`src/logic/rsw_regs.svh`:
```
// timing constants for the reset supervisor with watchdog
// assumes a 200 MHz mclk; counts are derived from times below
`ifndef RSW_REGS_SVH
`define RSW_REGS_SVH

// clock rate in kHz, so that a time in ms times this gives cycles
`define RSW_CLK_KHZ 200000
`define RSW_CLK_MHZ 200

// pushbutton debounce time, between the 1 ms and 20 ms limits
`define RSW_PB_DEB_US 4000
`define RSW_PB_DEB_CYC (`RSW_PB_DEB_US * `RSW_CLK_MHZ)

// reset active time, typical figure
`define RSW_RST_HOLD_MS 610
`define RSW_RST_HOLD_CYC (`RSW_RST_HOLD_MS * `RSW_CLK_KHZ)

// watchdog periods, nominal figures per select level
`define RSW_WD_LOW_MS 150
`define RSW_WD_OPEN_MS 600
`define RSW_WD_HIGH_MS 1200
`define RSW_WD_LOW_CYC (`RSW_WD_LOW_MS * `RSW_CLK_KHZ)
`define RSW_WD_OPEN_CYC (`RSW_WD_OPEN_MS * `RSW_CLK_KHZ)
`define RSW_WD_HIGH_CYC (`RSW_WD_HIGH_MS * `RSW_CLK_KHZ)

// longest supply-fail latency allowed, and its cycle count
`define RSW_SUPPLY_LAT_NS 8000
`define RSW_SUPPLY_LAT_CYC (`RSW_SUPPLY_LAT_NS * `RSW_CLK_MHZ / 1000)

`endif

```
`src/logic/rsw_pkg.sv`:
```
// types shared by the reset supervisor files
// assumes the timing header is included by the modules that need counts
package rsw_pkg;

  // three-state watchdog period select, decoded from the strap pin
  typedef enum logic [1:0] {
    RSW_TD_LOW = 2'b00,
    RSW_TD_OPEN = 2'b01,
    RSW_TD_HIGH = 2'b10
  } rsw_tdsel_t;

  typedef enum logic [1:0] {
    RSW_ST_RUN = 2'b00,
    RSW_ST_ASSERT = 2'b01,
    RSW_ST_HOLD = 2'b10
  } rsw_state_t;

  // which source caused the most recent reset
  typedef struct packed {
    logic supply;
    logic manual;
    logic watchdog;
  } rsw_cause_t;

endpackage : rsw_pkg

```
`src/logic/rsw_debounce.sv`:
```
// pushbutton debouncer for the reset supervisor
// assumes level_n is already synchronised to mclk
`timescale 1ns/1ps
`include "rsw_regs.svh"

module rsw_debounce #(
  parameter logic [31:0] DEB_CYC = `RSW_PB_DEB_CYC
) (
  input wire logic mclk,
  input wire logic rst_b,
  input wire logic level_n,
  output logic pressed
);

  logic [31:0] cnt_r;
  logic [31:0] cnt_nxt;
  logic pressed_r;
  logic pressed_nxt;
  wire at_limit = (cnt_r >= DEB_CYC - 32'h1);

  // any high sample restarts the count, so bounces never add up
  assign cnt_nxt = level_n ? 32'h0 : (at_limit ? cnt_r : cnt_r + 32'h1);
  assign pressed_nxt = ~level_n & (pressed_r | at_limit);
  assign pressed = pressed_r;

  always_ff @(posedge mclk or negedge rst_b) begin
    if (!rst_b) begin
      cnt_r <= 32'h0;
      pressed_r <= 1'b0;
    end else begin
      cnt_r <= cnt_nxt;
      pressed_r <= pressed_nxt;
    end
  end

  a_press_needs_time: assert property (
    @(posedge mclk) disable iff (!rst_b)
    $rose(pressed_r) |-> ($past(cnt_r) >= DEB_CYC - 32'h1) && !$past(level_n))
    else $error("press flagged before the debounce time ran out");

  a_release_drops: assert property (
    @(posedge mclk) disable iff (!rst_b)
    level_n |=> !pressed_r)
    else $error("press flag stayed up after the input went high");

endmodule : rsw_debounce

```
`src/logic/rsw_top.sv`:
```
// reset supervisor: supply monitor, watchdog and pushbutton reset
// assumes supply_low comes from an analog comparator on no clock, and
// all pins are asynchronous to mclk; mclk runs free from power-up
`timescale 1ns/1ps
`include "rsw_regs.svh"

module rsw_top #(
  parameter logic [31:0] PB_DEB_CYC = `RSW_PB_DEB_CYC,
  parameter logic [31:0] RST_HOLD_CYC = `RSW_RST_HOLD_CYC,
  parameter logic [31:0] WD_LOW_CYC = `RSW_WD_LOW_CYC,
  parameter logic [31:0] WD_OPEN_CYC = `RSW_WD_OPEN_CYC,
  parameter logic [31:0] WD_HIGH_CYC = `RSW_WD_HIGH_CYC
) (
  input wire logic mclk,
  input wire logic rst_b,
  input wire logic supply_low,
  input wire logic manual_reset_n,
  input wire logic watchdog_kick_n,
  input wire rsw_pkg::rsw_tdsel_t timeout_select,
  input wire logic threshold_select,
  input wire logic reset_line_i,
  output logic reset_line_o,
  output logic reset_line_oe,
  output logic reset_out,
  output logic threshold_high_tol,
  output rsw_pkg::rsw_cause_t last_cause
);
  import rsw_pkg::*;

  // watchdog limit for a select code; an undefined code counts as open
  function automatic logic [31:0] wd_limit(input logic [1:0] sel,
                                           input logic [31:0] lo,
                                           input logic [31:0] op,
                                           input logic [31:0] hi);
    logic [31:0] val;
    val = op;
    case (sel)
      RSW_TD_LOW: val = lo;
      RSW_TD_OPEN: val = op;
      RSW_TD_HIGH: val = hi;
      default: val = op;
    endcase
    return val;
  endfunction : wd_limit

  // two-flop synchronisers for every input pin except reset_line_i, which is unused
  logic supply_s1_r;
  logic supply_s2_r;
  logic manual_s1_r;
  logic manual_s2_r;
  logic kick_s1_r;
  logic kick_s2_r;
  logic kick_s3_r;
  logic [1:0] tdsel_s1_r;
  logic [1:0] tdsel_s2_r;
  logic [1:0] tdsel_s3_r;
  logic [1:0] tdsel_r;
  logic [1:0] tdsel_nxt;
  logic tol_s1_r;
  logic tol_s2_r;

  // the two select bits may settle on different edges; a code is only
  // taken once seen twice, so a passing code never picks the period
  assign tdsel_nxt = (tdsel_s2_r == tdsel_s3_r) ? tdsel_s2_r : tdsel_r;

  always_ff @(posedge mclk or negedge rst_b) begin
    if (!rst_b) begin
      supply_s1_r <= 1'b0;
      supply_s2_r <= 1'b0;
      manual_s1_r <= 1'b1;
      manual_s2_r <= 1'b1;
      kick_s1_r <= 1'b1;
      kick_s2_r <= 1'b1;
      kick_s3_r <= 1'b1;
      tdsel_s1_r <= 2'h0;
      tdsel_s2_r <= 2'h0;
      tdsel_s3_r <= 2'h0;
      tdsel_r <= 2'h0;
      tol_s1_r <= 1'b0;
      tol_s2_r <= 1'b0;
    end else begin
      supply_s1_r <= supply_low;
      supply_s2_r <= supply_s1_r;
      manual_s1_r <= manual_reset_n;
      manual_s2_r <= manual_s1_r;
      kick_s1_r <= watchdog_kick_n;
      kick_s2_r <= kick_s1_r;
      kick_s3_r <= kick_s2_r;
      tdsel_s1_r <= timeout_select;
      tdsel_s2_r <= tdsel_s1_r;
      tdsel_s3_r <= tdsel_s2_r;
      tdsel_r <= tdsel_nxt;
      tol_s1_r <= threshold_select;
      tol_s2_r <= tol_s1_r;
    end
  end

  // a 20 ns low strobe spans at least three mclk edges, so it always
  // survives the synchroniser; edge is taken past the second flop
  wire kick_fall = kick_s3_r & ~kick_s2_r;

  logic manual_pressed;

  rsw_debounce #(
    .DEB_CYC(PB_DEB_CYC)
  ) u_debounce (
    .mclk(mclk),
    .rst_b(rst_b),
    .level_n(manual_s2_r),
    .pressed(manual_pressed)
  );

  // sequencer state and counters
  rsw_state_t state_r;
  rsw_state_t state_nxt;
  logic [31:0] wd_cnt_r;
  logic [31:0] wd_cnt_nxt;
  logic [31:0] hold_cnt_r;
  logic [31:0] hold_cnt_nxt;
  logic reset_out_r;
  logic reset_oe_r;
  logic tol_r;
  rsw_cause_t cause_r;
  rsw_cause_t cause_nxt;
  rsw_cause_t cause_now;

  wire [31:0] wd_lim = wd_limit(tdsel_r, WD_LOW_CYC, WD_OPEN_CYC, WD_HIGH_CYC);
  wire in_run = (state_r == RSW_ST_RUN);
  // compare with >= so a shorter period picked mid-count still expires
  wire wd_expire = in_run & ~kick_fall & (wd_cnt_r >= wd_lim - 32'h1);
  wire level_cause = supply_s2_r | manual_pressed;
  wire hold_done = (hold_cnt_r >= RST_HOLD_CYC - 32'h1);
  wire new_cause = level_cause | wd_expire;

  always_comb begin
    state_nxt = state_r;
    case (state_r)
      RSW_ST_RUN: begin
        if (new_cause) begin
          state_nxt = RSW_ST_ASSERT;
        end
      end
      RSW_ST_ASSERT: begin
        if (!level_cause) begin
          state_nxt = RSW_ST_HOLD;
        end
      end
      RSW_ST_HOLD: begin
        if (level_cause) begin
          state_nxt = RSW_ST_ASSERT;
        end else if (hold_done) begin
          state_nxt = RSW_ST_RUN;
        end
      end
      default: begin
        state_nxt = RSW_ST_HOLD;
      end
    endcase
  end

  // hold count restarts whenever a cause is still present
  assign hold_cnt_nxt = (state_nxt == RSW_ST_HOLD && state_r == RSW_ST_HOLD)
                        ? hold_cnt_r + 32'h1 : 32'h0;

  // watchdog idles at zero outside run, so release starts a full period
  // the release cycle itself loads zero, else the first period runs short
  assign wd_cnt_nxt = (!in_run || state_nxt != RSW_ST_RUN) ? 32'h0 :
                      (kick_fall ? 32'h0 : wd_cnt_r + 32'h1);

  // cause record is overwritten on every fresh assertion
  assign cause_now = {supply_s2_r, manual_pressed, wd_expire};
  assign cause_nxt = (state_nxt == RSW_ST_ASSERT && state_r != RSW_ST_ASSERT)
                     ? cause_now : cause_r;

  // power-up enters hold, so the outputs stay asserted for one period
  always_ff @(posedge mclk or negedge rst_b) begin
    if (!rst_b) begin
      state_r <= RSW_ST_HOLD;
      wd_cnt_r <= 32'h0;
      hold_cnt_r <= 32'h0;
      cause_r <= '0;
    end else begin
      state_r <= state_nxt;
      wd_cnt_r <= wd_cnt_nxt;
      hold_cnt_r <= hold_cnt_nxt;
      cause_r <= cause_nxt;
    end
  end

  // both resets come from one next-state term, one flop each
  wire reset_nxt = (state_nxt != RSW_ST_RUN);

  always_ff @(posedge mclk or negedge rst_b) begin
    if (!rst_b) begin
      reset_out_r <= 1'b1;
      reset_oe_r <= 1'b1;
      tol_r <= 1'b0;
    end else begin
      reset_out_r <= reset_nxt;
      reset_oe_r <= reset_nxt;
      tol_r <= tol_s2_r;
    end
  end

  // open drain: the pin is only ever pulled low, never driven high
  assign reset_line_o = 1'b0;
  assign reset_line_oe = reset_oe_r;
  assign reset_out = reset_out_r;
  assign threshold_high_tol = tol_r;
  assign last_cause = cause_r;

  a_supply_latency: assert property (
    @(posedge mclk) disable iff (!rst_b)
    supply_s2_r |=> reset_out_r && reset_oe_r)
    else $error("reset not asserted one cycle after supply fail");

  a_outputs_compl: assert property (
    @(posedge mclk) disable iff (!rst_b)
    reset_out_r == reset_oe_r)
    else $error("reset outputs disagree");

  a_line_open_drain: assert property (
    @(posedge mclk) disable iff (!rst_b)
    reset_line_o == 1'b0)
    else $error("open-drain reset line driven high");

  a_button_forces: assert property (
    @(posedge mclk) disable iff (!rst_b)
    manual_pressed |=> reset_out_r)
    else $error("debounced button did not assert reset");

  a_hold_full: assert property (
    @(posedge mclk) disable iff (!rst_b)
    $fell(reset_out_r) |-> $past(hold_cnt_r) == RST_HOLD_CYC - 32'h1
                          && $past(state_r) == RSW_ST_HOLD)
    else $error("reset released before the active time ran out");

  a_hold_after_cause: assert property (
    @(posedge mclk) disable iff (!rst_b)
    $fell(level_cause) |-> reset_out_r ##1 (reset_out_r && hold_cnt_r == 32'h0))
    else $error("hold period not started when the cause ended");

  a_wd_expiry: assert property (
    @(posedge mclk) disable iff (!rst_b)
    (in_run && !kick_fall && wd_cnt_r == wd_lim - 32'h1) |=> reset_out_r)
    else $error("watchdog period passed without asserting reset");

  a_wd_period: assert property (
    @(posedge mclk) disable iff (!rst_b)
    $rose(reset_out_r) && $past(wd_expire) |->
      $past(wd_cnt_r) >= wd_limit($past(tdsel_r), WD_LOW_CYC, WD_OPEN_CYC,
                                  WD_HIGH_CYC) - 32'h1)
    else $error("watchdog expired early for the selected period");

  a_kick_restart: assert property (
    @(posedge mclk) disable iff (!rst_b)
    kick_fall |=> wd_cnt_r == 32'h0 && !$past(wd_expire))
    else $error("strobe edge did not restart the watchdog");

  a_wd_cleared: assert property (
    @(posedge mclk) disable iff (!rst_b)
    reset_out_r |-> wd_cnt_r == 32'h0)
    else $error("watchdog counting while reset is asserted");

  a_tol_follow: assert property (
    @(posedge mclk) disable iff (!rst_b)
    ##1 threshold_high_tol == $past(tol_s2_r))
    else $error("threshold select not passed to the comparator");

  a_fresh_period: assert property (
    @(posedge mclk) disable iff (!rst_b)
    $fell(reset_out_r) |-> wd_cnt_r == 32'h0)
    else $error("watchdog period not restarted at release");

  a_hold_restart: assert property (
    @(posedge mclk) disable iff (!rst_b)
    (state_r == RSW_ST_HOLD && level_cause) |=> reset_out_r && hold_cnt_r == 32'h0)
    else $error("cause during hold did not restart the hold period");

  a_cause_record: assert property (
    @(posedge mclk) disable iff (!rst_b)
    $rose(reset_out_r) |-> cause_r != 3'h0)
    else $error("reset asserted with no cause recorded");

  a_hold_bound: assert property (
    @(posedge mclk) disable iff (!rst_b)
    hold_cnt_r < RST_HOLD_CYC)
    else $error("hold count ran past the reset active time");

endmodule : rsw_top

```
`config.mk`:
```
export PLATFORM = sky130hd
export DESIGN_NAME = rsw_top
export DESIGN_NICKNAME = d
export VERILOG_FILES = /design/src/logic/rsw_pkg.sv /design/src/logic/rsw_debounce.sv /design/src/logic/rsw_top.sv
export VERILOG_INCLUDE_DIRS = /design/src /design/src/logic
export SDC_FILE = /design/constraint.sdc
export NUM_CORES = 1
export LEC_CHECK = 0
export BUFFER_PORTS_ARGS = -buffer_cell sky130_fd_sc_hd__buf_4
export CAP_MARGIN = 20
export CORE_AREA = 2 2 124 126
export DETAILED_ROUTE_END_ITERATION = 16
export DIE_AREA = 0 0 126 128
export GPL_TIMING_DRIVEN = 0
export PLACE_DENSITY_LB_ADDON = 0.3
export SLEW_MARGIN = 20
export SYNTH_ARGS = -nofsm -noshare
export SYNTH_HDL_FRONTEND = slang
export SYNTH_SLANG_ARGS = --single-unit
```
`constraint.sdc`:
```
create_clock -name mclk -period 3.05 [get_ports mclk]
set_clock_uncertainty 0.05 [all_clocks]
set_input_delay 0.305 -clock mclk [delete_from_list [all_inputs] [get_ports mclk]]
set_output_delay 0.305 -clock mclk [all_outputs]
set_load 0.05 [all_outputs]
```
# Word-level counts from Yosys, hierarchy flattened
# Cells that the tools add are included.
totals:
  register_bits: 121
  in_bits: 9
  word_cells: 66
classes:
  addsub: 4
  order_cmp: 3
  n_eq_ne: 8
  n_mux: 11
  n_bitwise: 10
  reduce_logical: 7
op_table:
  columns: ["op", "count"]
  rows:
  - ["$mux W32", 5]
  - ["$add A32 B1 Y32 const B", 3]
  - ["$pmux W28 S2", 1]
  - ["$ge A32 B20 Y1 const B", 1]
  - ["$ge A32 B27 Y1 const B", 1]
  - ["$ge A32 B32 Y1", 1]
  - ["$sub A32 B1 Y32 const B", 1]
  - ["$mux W2", 4]
  - ["$eq A2 B2 Y1 const B", 3]
  - ["$pmux W2 S3", 1]
  - ["$and A1 B1 Y1", 4]
  - ["$eq A2 B1 Y1 const B", 2]
  - ["$logic_not A2 Y1", 2]
  - ["$not A1 Y1", 3]
  - ["$or A1 B1 Y1", 3]
  - ["$eq A2 B2 Y1", 1]
  - ["$logic_and A1 B1 Y1", 2]
  - ["$ne A2 B1 Y1 const B", 1]
  - ["$ne A2 B2 Y1 const B", 1]
  - ["$reduce_bool A2 Y1", 1]
  - ["$logic_not A1 Y1", 1]
  - ["$logic_or A1 B1 Y1", 1]

# Logic depth before layout (Yosys ltp)
# Gate-level depths: netlist (run 1).
depth:
  ltp_word: 11
  ltp_mapped: 11

# Modules after synthesis
# A second synthesis (run 1) with hierarchy kept.
unflattened:
  cells_unflattened: 570
  hier_area_um2: 5806.8
by_module_without_submodules:
  columns: ["module", "instances", "cells_each", "area_each_um2", "seq_area_each_um2"]
  rows:
  - ["rsw_top", 1, 417, 4234.1, 2210.9]
  - ["rsw_debounce", 1, 153, 1572.8, 825.8]

# Worst setup path after synthesis (run 1)
# No wires, ideal clock.
synth_path:
  path_type: "register to register"
  from: "register tdsel_r[0]"
  to: "register reset_oe_r (netlist: reset_line_oe)"
  setup_time_ps: 77
  arrival_time_ps: 2449
  required_time_ps: 2923
  setup_slack_ps: 473
  stages_incl_launch_ff: 11
  synth_period_minus_slack_ps: 2577
  path_cell_list: "dfrtp_1 -> clkbuf_1 -> or2_2 -> inv_1 -> ha_1 -> a21oi_1 -> o21ai_0 -> a211o_1 -> a221o_1 -> buf_2 -> a21bo_2"
synth_via:
  elab_chain_cells: 9
synth_rtl:
  columns: ["element", "line", "text"]
  rows:
  - ["start, declared", "rsw_top.sv:57", "logic [1:0] tdsel_r;"]
  - ["start signal, assigned", "rsw_top.sv:92", "tdsel_r <= tdsel_nxt;"]
  - ["$eq A2 B2 Y1 / $logic_not A2 Y1 (equally long branches)", "rsw_top.sv:37", "case (sel)"]
  - ["$pmux W28 S2 (*)", "rsw_top.sv:37", null]
  - ["$sub A32 B1 Y32 (*)", "rsw_top.sv:130", "wire wd_expire = in_run & ~kick_fall & (wd_cnt_r >= wd_lim - 32'h1);"]
  - ["$ge A32 B32 Y1 (*)", "rsw_top.sv:130", null]
  - ["$and A1 B1 Y1 (*)", "rsw_top.sv:130", null]
  - ["$or A1 B1 Y1 (*)", "rsw_top.sv:133", "wire new_cause = level_cause | wd_expire;"]
  - ["$mux W2 (*)", "rsw_top.sv:139", "if (new_cause) begin"]
  - ["$pmux W2 S3 (*)", "rsw_top.sv:137", "case (state_r)"]
  - ["$reduce_bool A2 Y1 (*)", "rsw_top.sv:191", "wire reset_nxt = (state_nxt != RSW_ST_RUN);"]
  - ["named net reset_nxt", "rsw_top.sv:191", null]
  - ["end signal, assigned", "rsw_top.sv:200", "reset_oe_r <= reset_nxt;"]
  - ["end, declared", "rsw_top.sv:121", "logic reset_oe_r;"]
# Mark *: on every way through the listed nets, which the timed path passes. The rest lies on a longest branch.
# A chain may end at the register's enable or synchronous reset.

# Final worst setup path (run 1)
layout_path:
  from: "register tdsel_r[1]"
  to: "register reset_oe_r (netlist: reset_line_oe)"
# The elaborated chain is that of the path after synthesis.

==> run metrics, run 1 <==
status finished clean; kind of critical path flop to flop; TritonCTS clock tree yes; Worst VDD drop roughly 0.4 mV; crit path capture type flop; max-slew violations 0; Final min period about 2900 ps; dpl hpwl slightly above 8000 um; PwrDens 577 nW/um2; crit-path max FO 10; Rel. slew slack 0.329; Max Cap Viol 0; nets between 600 and 700; grt ovf 0; arrival time at the worst endpoint roughly 3200 ps; cell family with most CP delay compound AO/OA/AOI/OAI gates; RSZ-0062 raised after global routing false; Layout area overhead 18.1%; final worst-path cycle share 0.940; DRT Pass-1 Iters 4; DRT Wirelength around 12000 um; RD Place Congestion just under 0.8; Final Hold Viols 0; first-pass GRT wire length around 21000 um; Num CTS Buffers 17; row cnt between 40 and 50; antenna diode count 0; root buffer cell clkbuf_16; Mapped Cells between 500 and 600; worst slew pin tran approximately 1000 ps; htree depth 4; slowest CP cell or2_2; Syn. warnings 0; Reg clk slew, reported paths 60 ps; width of the die about 130 um; CP Data Required Time between 3000 and 4000 ps; sequential area share after synthesis 0.511; # IOs 16; setup TNS 0 ps; Fill cells around 1400; port bufs 13; Max Fclk 349 MHz; vias between 4000 and 5000; Leak Pwr between 2 and 3 nW; vias in the first global route 4370; CP Launch Type flop; CP bufs+invs 3; initial core utilization 0.400; Synth Cell Area between 5000 and 6000 um2; Synth Flop Type dfrtp_1; pin count of the biggest net entering global routing 73; hold slack 298 ps; share of post-route cells with drive strength above 1 0.116; Post-synth EDFFs 0; Placeable Area around 15000 um2; DR WL/cell between 10 and 15 um; Sink Count between 100 and 150; routed vias/inst roughly 5.3; Die H ~130 um; # DRC 0; worst path cell trace clkbuf_1, or2_2, inv_1, ha_1, a21oi_1, o21ai_0, a211o_1, a221o_1, buf_2, a21bo_2; All-Layer GR Usage 0.160; worst-skew pair later-pin latency 420 ps; Synth cell types 55; Synth Register Bits between 100 and 150; ys async rst share 1.00; Longest Clk Path Bufs 2; DRT iter0 DRCs ~300; die area about 16000 um2; Slowest Stage Delay on Critical Path between 300 and 400 ps; initial antenna violation count 0; average cell area after synthesis 10.1 um2; Setup-failing EPs final 0; Hold/Removal Path Class flop to flop; remaining antenna violation count 0
layout by cell type (no fill, tap or decap), types with 4 or more instances in the layout:
master	count
dfrtp_1	114
dfstp_2	7
or4_1	7
ha_1	22
nor2b_1	19
o31ai_1	5
and2_1	4
nor4_1	10
dlygate4sd3_1	7
nand2b_1	5
nand2_1	28
clkbuf_16	17
and3_1	11
clkbuf_1	19
a211oi_1	4
buf_2	5
o21ai_0	12
conb_1	11
nand3_1	35
inv_1	15
or3_1	6
nand4_1	21
and4_1	8
nor2_1	58
xor2_1	26
a21oi_1	22
nor3_1	45
or2_2	4
buf_4	14
inv_6	4
mux2_2	6
nor3b_1	5
xnor2_1	28
cell usage after synthesis (all sizes together), types with 3 or more instances:
master	n	area share
a211oi	5	0.0072
a21oi	22	0.019
and2	4	0.0042
and3	11	0.012
and4	8	0.012
buf	7	0.0067
clkbuf	18	0.011
dfrtp	114	0.48
dfstp	7	0.031
ha	22	0.046
inv	15	0.0095
mux2	8	0.015
nand2	28	0.018
nand2b	5	0.0053
nand3	35	0.029
nand4	21	0.022
nor2	58	0.037
nor2b	19	0.020
nor3	45	0.038
nor3b	5	0.0063
nor4	11	0.013
o211ai	3	0.0038
o21ai	12	0.010
o31ai	5	0.0063
or2	4	0.0042
or3	6	0.0063
or4	8	0.011
xnor2	28	0.041
xor2	26	0.038
flip-flops by register name, indices dropped and copies added (netlist names), 2 cells and up:
name and count:
hold_cnt_r 32, last_cause 3, state_r 2, tdsel_r 2, tdsel_s1_r 2, tdsel_s2_r 2
tdsel_s3_r 2, u_debounce.cnt_r 32, wd_cnt_r 32
routing by layer:
layer  routed length, um  part of all wire  up-vias  track usage
li1                    -                 -     2172            -
met1                5750              0.48     2159        0.208
met2                5790              0.48       48        0.260
met3                 323             0.027       16       0.0442
met4                 155             0.013        0       0.0530
met5                   0                 0        -            0
cells by family after synthesis:
logic type | synth area share
simple gates | 0.243
flops | 0.511
compound gates | 0.0727
xor+xnor | 0.0796
buf+inv | 0.0276
fa+ha+maj | 0.0463
mux | 0.0185
other cells | 0.00126
stage by stage:
| stage | total power [mW] | worst slack [ps] | instance area (um2) | util | instances |
|---|---|---|---|---|---|
| 3_3_place_gp | 1.98 | 78.9 | 6310 | 0.424 | 797 |
| 5_1_grt | 4.21 | 16.8 | 7020 | 0.472 | 836 |
| 3_5_place_dp | 2.00 | 56.4 | 6340 | 0.426 | 798 |
| 2_1_floorplan | 1.88 | 473 | 5970 | - | 596 |
| 6_report | 4.05 | 185 | 7020 | 0.472 | 836 |
| 4_1_cts | 4.09 | 40.0 | 7020 | 0.472 | 837 |
power breakdown:
group / total (mW) / internal (mW) / switching, mW / leakage (nW)
logic: 0.293 / 0.0957 / 0.197 / 1.01
clock network: 2.08 / 1.32 / 0.759 / 0.288
registers: 1.68 / 1.65 / 0.0313 / 1.61
worst paths after layout:
check,start,to,slack (ps),cells past startpoint
min in group asynchronous,rst_b,threshold_high_tol$_DFF_PN0_,370,2
hold / removal,tol_s2_r$_DFF_PN0_,threshold_high_tol$_DFF_PN0_,300,0
setup reg to reg,tdsel_r[1]$_DFFE_PN0N_,reset_line_oe$_DFF_PN1_,180,10
setup / recovery,tdsel_r[1]$_DFFE_PN0N_,reset_line_oe$_DFF_PN1_,180,10
hold reg to reg,tol_s2_r$_DFF_PN0_,threshold_high_tol$_DFF_PN0_,300,0
max in group asynchronous,rst_b,kick_s1_r$_DFF_PN1_,1830,3
area by class of cell:
| cell class | count | area (um2) | area share |
|---|---|---|---|
| Buffer | 24 | 104 | 0.0148 |
| Clock buffer | 20 | 447 | 0.0637 |
| Clock inverter | 12 | 165 | 0.0235 |
| Inverter | 15 | 56.3 | 0.00802 |
| Multi-Input combinational cell | 435 | 2770 | 0.395 |
| Sequential cell | 121 | 3040 | 0.433 |
| Tap cell | 188 | 235 | 0.0335 |
| Timing Repair Buffer | 21 | 199 | 0.0284 |
repair_timing:
action | in CTS | in global routing
setup endpoints to repair | 0 | 29
buffers inserted | 0 | 0
hold buffers | 7 | 0
hold endpoints to repair | 54 | 0
gates resized for setup | 0 | 0
Power figures use the tool's default switching activity.
==> inputs of run 2 (changes only) <==
- CELL_PAD_IN_SITES_DETAIL_PLACEMENT: not set -> 2
- CELL_PAD_IN_SITES_GLOBAL_PLACEMENT: not set -> 2
- CORE_AREA: 2 2 124 126 -> 2 2 130 120
- DIE_AREA: 0 0 126 128 -> 0 0 132 122
==> run metrics, run 2 (synthesis results as in run 1) <==
Leak Pwr 2.89 nW (-0.82%); Finished Core Util 0.469 (-0.00324); initial antenna violation count 0 (unchanged); Longest Clk Path Bufs 2 (unchanged); setup TNS 0 ps (unchanged); Num CTS Buffers 17 (unchanged); initial core utilization 0.399 (-0.00104); final worst-path cycle share 0.929 (-0.0110); pin count of the biggest net entering global routing 70 (-4.1%); vias 4619 (+5.1%); vias in the first global route 5232 (+20%); nets 665 (-0.15%); worst slew pin tran 1020 ps (+16.8 ps); Reg clk slew, reported paths 60 ps (about the same); # IOs 16 (unchanged); row cnt 43 (-4.4%); crit path capture type flop; RD Place Congestion 0.804 (+1.2%); Sink Count 121 (unchanged); dpl hpwl 11000 um (+33%); Final Hold Viols 0 (unchanged); Rel. slew slack 0.317 (-0.0113); status finished clean; kind of critical path flop to flop; TritonCTS clock tree yes; hold slack 296 ps (-1.99 ps); top flop regs hold_cnt_r: 32 flops, u_debounce.cnt_r: 32 flops, wd_cnt_r: 32 flops; PwrDens 564 nW/um2 (-2.2%); grt ovf 0 (unchanged); Multi-input gate area 2770 um2 (unchanged); Max Fclk 353 MHz (+1.2%); Layout area overhead 17.6%; DR WL/cell 18.5 um (+29%); DRT Wirelength 15700 um (+30%); first-pass GRT wire length 26700 um (+28%); CP Data Required Time 3320 ps (-20 ps); Placement Cell Area 6360 um2 (+0.28%); Hold/Removal Path Class flop to flop; # DRC 0 (unchanged); DRT iter0 DRCs 141 (-53%); die area 16100 um2 (-0.15%); routed vias/inst 5.45 (+3.6%); DRT Pass-1 Iters 4 (unchanged); Setup-failing EPs final 0 (unchanged); share of post-route cells with drive strength above 1 0.116 (+0.000358); commonest non-fill, non-tap cells in the layout dfrtp_1 (112), nor2_1 (58), nor3_1 (45), nand3_1 (35); port bufs 13 (unchanged); max-slew violations 0 (unchanged); Worst VDD drop 0.426 mV (+6.8%); RSZ-0062 raised after global routing false; post-route cell area 6990 um2 (-0.43%); Post-CTS Repair Setup Buffers 0 (unchanged); commonest non-fill, non-tap cell in the layout dfrtp_1; antenna diode count 0 (unchanged); htree depth 4 (unchanged); worst-skew pair later-pin latency 430 ps (about the same); root buffer cell clkbuf_16; Reg area 3040 um2 (about the same); crit-path max FO 12 (+2); CP Launch Type flop; arrival time at the worst endpoint 3100 ps (-60 ps); All-Layer GR Usage 0.212 (+0.0519); Fill cells 1590 (+15%); width of the die 132 um (+4.8%); final setup margin 218 ps (+33.4 ps); dpl ws -81.4 ps (-138 ps); Die H 122 um (-4.7%); Final min period 2830 ps (-33.4 ps); Max Cap Viol 0 (unchanged); remaining antenna violation count 0 (unchanged); Placeable Area 14900 um2 (+0.26%)
[run 2: what timing repair did]
action / CTS / global route
setup endpoints to repair: 24 / 29
gates resized for setup: 0 / 3
hold endpoints to repair: 58 / 0
hold buffers: 7 / 0
[run 2: layout make-up]
| type | instances | area share |
|---|---|---|
| clock buffer | 23 | 0.0670 |
| tap | 202 | 0.0362 |
| inverter | 15 | 0.00806 |
| buffer | 23 | 0.0143 |
| sequential | 121 | 0.435 |
| multi-input combinational | 435 | 0.397 |
| clock inverter | 8 | 0.0140 |
| timing repair buffer | 21 | 0.0285 |
[run 2: power by group]
| part | total, mW | internal, mW | switching [mW] |
|---|---|---|---|
| Clock | 1.95 | 1.23 | 0.715 |
| Combinational | 0.305 | 0.0965 | 0.208 |
| Sequential | 1.69 | 1.65 | 0.0388 |
| Total | 3.94 | 2.98 | 0.962 |
[run 2: critical path, stage by stage, from the launching register on]
cell,delay [ps]
dfrtp_2,500
or2_2,370
inv_2,130
ha_1,260
a21oi_1,120
o21ai_0,140
a211o_1,340
a221o_1,350
buf_2,210
nor3_1,250
[run 2: final timing paths]
kind,startpoint,end,slack (ps),cells past startpoint
worst max-delay path,tdsel_r[0]$_DFFE_PN0N_,wd_cnt_r[27]$_DFF_PN0_,220,9
worst min-delay path,tol_s2_r$_DFF_PN0_,threshold_high_tol$_DFF_PN0_,300,0
worst max register to register,tdsel_r[0]$_DFFE_PN0N_,wd_cnt_r[27]$_DFF_PN0_,220,9
worst min register to register,tol_s2_r$_DFF_PN0_,threshold_high_tol$_DFF_PN0_,300,0
max in group asynchronous,rst_b,manual_s2_r$_DFF_PN1_,1830,3
min in group asynchronous,rst_b,tol_s2_r$_DFF_PN0_,370,2
[run 2: metal layers]
metal	GRT usage	vias to the layer above	routed length [um]	part of all wire
met5	0	-	0	0
met4	0.0917	0	339	0.022
met3	0.0441	30	318	0.020
met2	0.371	47	8140	0.52
met1	0.254	2375	6870	0.44
li1	-	2167	-	-
[run 2: through the flow]
stage	power [mW]	std cells
final	3.94	848
after global routing	4.10	848
after CTS	3.99	849
after detailed placement	2.02	812
after global placement	1.99	811
after floorplan	1.88	596
==> inputs of run 3 (changes only) <==
- HOLD_SLACK_MARGIN: not set -> 0.1
- SKIP_LAST_GASP: not set -> 1
- clock period: 3.05 -> 3.28 ns (I/O delays scaled with it)
==> run metrics, run 3 (synthesis results as in run 1) <==
Reg area 3040 um2 (about the same); Worst VDD drop 0.397 mV (-6.9%); nets 666 (+0.15%); grt ovf 0 (unchanged); Reg clk slew, reported paths 60 ps (about the same); htree depth 4 (unchanged); Placement Cell Area 6360 um2 (unchanged); antenna diode count 0 (unchanged); commonest non-fill, non-tap cells in the layout dfrtp_1 (114), nor2_1 (58), nor3_1 (45), nand3_1 (35); vias in the first global route 5224 (-0.15%); internal power 2.77 mW (-7.0%); share of post-route cells with drive strength above 1 0.111 (-0.00482); Placeable Area 14900 um2 (unchanged); Final Hold Viols 0 (unchanged); final worst-path cycle share 0.925 (-0.00379); first-pass GRT wire length 26800 um (+0.28%); DRT iter0 DRCs 150 (+6.4%); CP Data Required Time 3550 ps (+230 ps); width of the die 132 um (unchanged); worst path cell trace clkbuf_1, or2_2, inv_1, ha_1, a21oi_1, o21ai_0, a211o_1, a221o_1, buf_2, nor3_1; Leak Pwr 2.89 nW (+0.17%); DRT Wirelength 15700 um (+0.17%); cell family with most CP delay compound AO/OA/AOI/OAI gates; port bufs 13 (unchanged); slowest CP cell or2_2; post_cts resized 0 (unchanged); Multi-input gate area 2770 um2 (unchanged); remaining antenna violation count 0 (unchanged); DR WL/cell 18.5 um (about the same); max-slew violations 0 (unchanged); routed vias/inst 5.44 (-0.16%); status finished clean; TritonCTS clock tree yes; Sequential Power Share 0.427 (about the same); CP Launch Type flop; All-Layer GR Usage 0.212 (+0.000635); pin count of the biggest net entering global routing 70 (unchanged); Num CTS Buffers 17 (unchanged); Pwr Total 3.67 mW (-7.0%); Setup-failing EPs final 0 (unchanged); RD Place Congestion 0.804 (unchanged); worst-skew pair later-pin latency 430 ps (about the same); Sw Ratio 0.244 (about the same); RSZ-0062 raised after global routing false; crit path capture type flop; CP bufs+invs 3 (+1); commonest non-fill, non-tap cell in the layout dfrtp_1; row cnt 43 (unchanged); share of total power in the clock network 0.494 (about the same); # IOs 16 (unchanged); Finished Core Util 0.469 (about the same); Sink Count 121 (unchanged); worst slew pin tran 988 ps (-27.3 ps); final setup margin 247 ps (+28.9 ps); Max Fclk 330 MHz (-6.6%); vias 4617 (-0.043%); DRT Pass-1 Iters 4 (unchanged); initial core utilization 0.399 (unchanged); # DRC 0 (unchanged); die area 16100 um2 (unchanged); logic gate share of total power 0.079 (+0.002); setup TNS 0 ps (unchanged); Longest Clk Path Bufs 2 (unchanged); Die H 122 um (unchanged); post-route cell area 6990 um2 (about the same); Max Cap Viol 0 (unchanged); root buffer cell clkbuf_16; Switching Power 895 uW (-7.0%); top flop regs hold_cnt_r: 32 flops, u_debounce.cnt_r: 32 flops, wd_cnt_r: 32 flops; Rel. slew slack 0.336 (+0.0184); Final min period 3030 ps (+201 ps); Post-CTS Repair Setup Buffers 0 (unchanged); initial antenna violation count 0 (unchanged); Slowest Stage Delay on Critical Path 380 ps (-120 ps); PwrDens 525 nW/um2 (-7.0%); dpl hpwl 11000 um (unchanged); arrival time at the worst endpoint 3300 ps (+200 ps); kind of critical path flop to flop; dpl ws 149 ps (+230 ps); crit-path max FO 10 (-2); Hold/Removal Path Class flop to flop; Fill cells 1589 (-0.063%); Layout area overhead 17.6% (about the same)
## run 3: worst paths after layout
path	slack, ps	cells past startpoint	end	start
min	300	0	threshold_high_tol$_DFF_PN0_	tol_s2_r$_DFF_PN0_
max reg2reg	250	10	wd_cnt_r[27]$_DFF_PN0_	tdsel_r[1]$_DFFE_PN0N_
max in group asynchronous	2030	3	manual_s2_r$_DFF_PN1_	rst_b
min reg2reg	300	0	threshold_high_tol$_DFF_PN0_	tol_s2_r$_DFF_PN0_
max	250	10	wd_cnt_r[27]$_DFF_PN0_	tdsel_r[1]$_DFFE_PN0N_
min in group asynchronous	390	2	tol_s2_r$_DFF_PN0_	rst_b
## run 3: area by class of cell
| type | count | area share |
|---|---|---|
| Buffer | 24 | 0.0149 |
| Inverter | 15 | 0.00806 |
| Clock inverter | 8 | 0.0140 |
| Multi-Input combinational cell | 435 | 0.397 |
| Sequential cell | 121 | 0.435 |
| Timing Repair Buffer | 21 | 0.0285 |
| Clock buffer | 23 | 0.0670 |
| Tap cell | 202 | 0.0362 |
## run 3: power by group through the flow
stage | Clock, mW | Combinational [mW] | Sequential (mW)
5_1_grt | 1.92 | 0.323 | 1.57
3_5_place_dp | 0 | 0.289 | 1.59
3_3_place_gp | 0 | 0.263 | 1.58
2_1_floorplan | 0 | 0.145 | 1.61
6_report | 1.81 | 0.290 | 1.56
4_1_cts | 1.85 | 0.300 | 1.56
## run 3: worst register-to-register path, stage by stage (launching register included)
cell	delay, ps
dfrtp_1	360
clkbuf_1	240
or2_2	380
inv_1	200
ha_1	290
a21oi_1	120
o21ai_0	150
a211o_1	330
a221o_1	350
buf_2	210
nor3_1	260
## run 3: per-layer routing
metal,vias up,share of wire,global-route usage
met1,2375,0.44,0.256
met4,0,0.021,0.0931
met2,45,0.52,0.371
met3,28,0.020,0.0437
met5,-,0,0
li1,2169,-,-
## run 3: metrics by stage
step                      cells  hold WS [ps]
after floorplan             596         -17.6
after global placement      811           281
after detailed placement    812           269
after CTS                   850           300
after global routing        849           312
final                       849           296
## run 3: repair_timing
item                       CTS  global route
hold buffers                 7             0
setup endpoints to repair    0             4
hold endpoints to repair    58             0
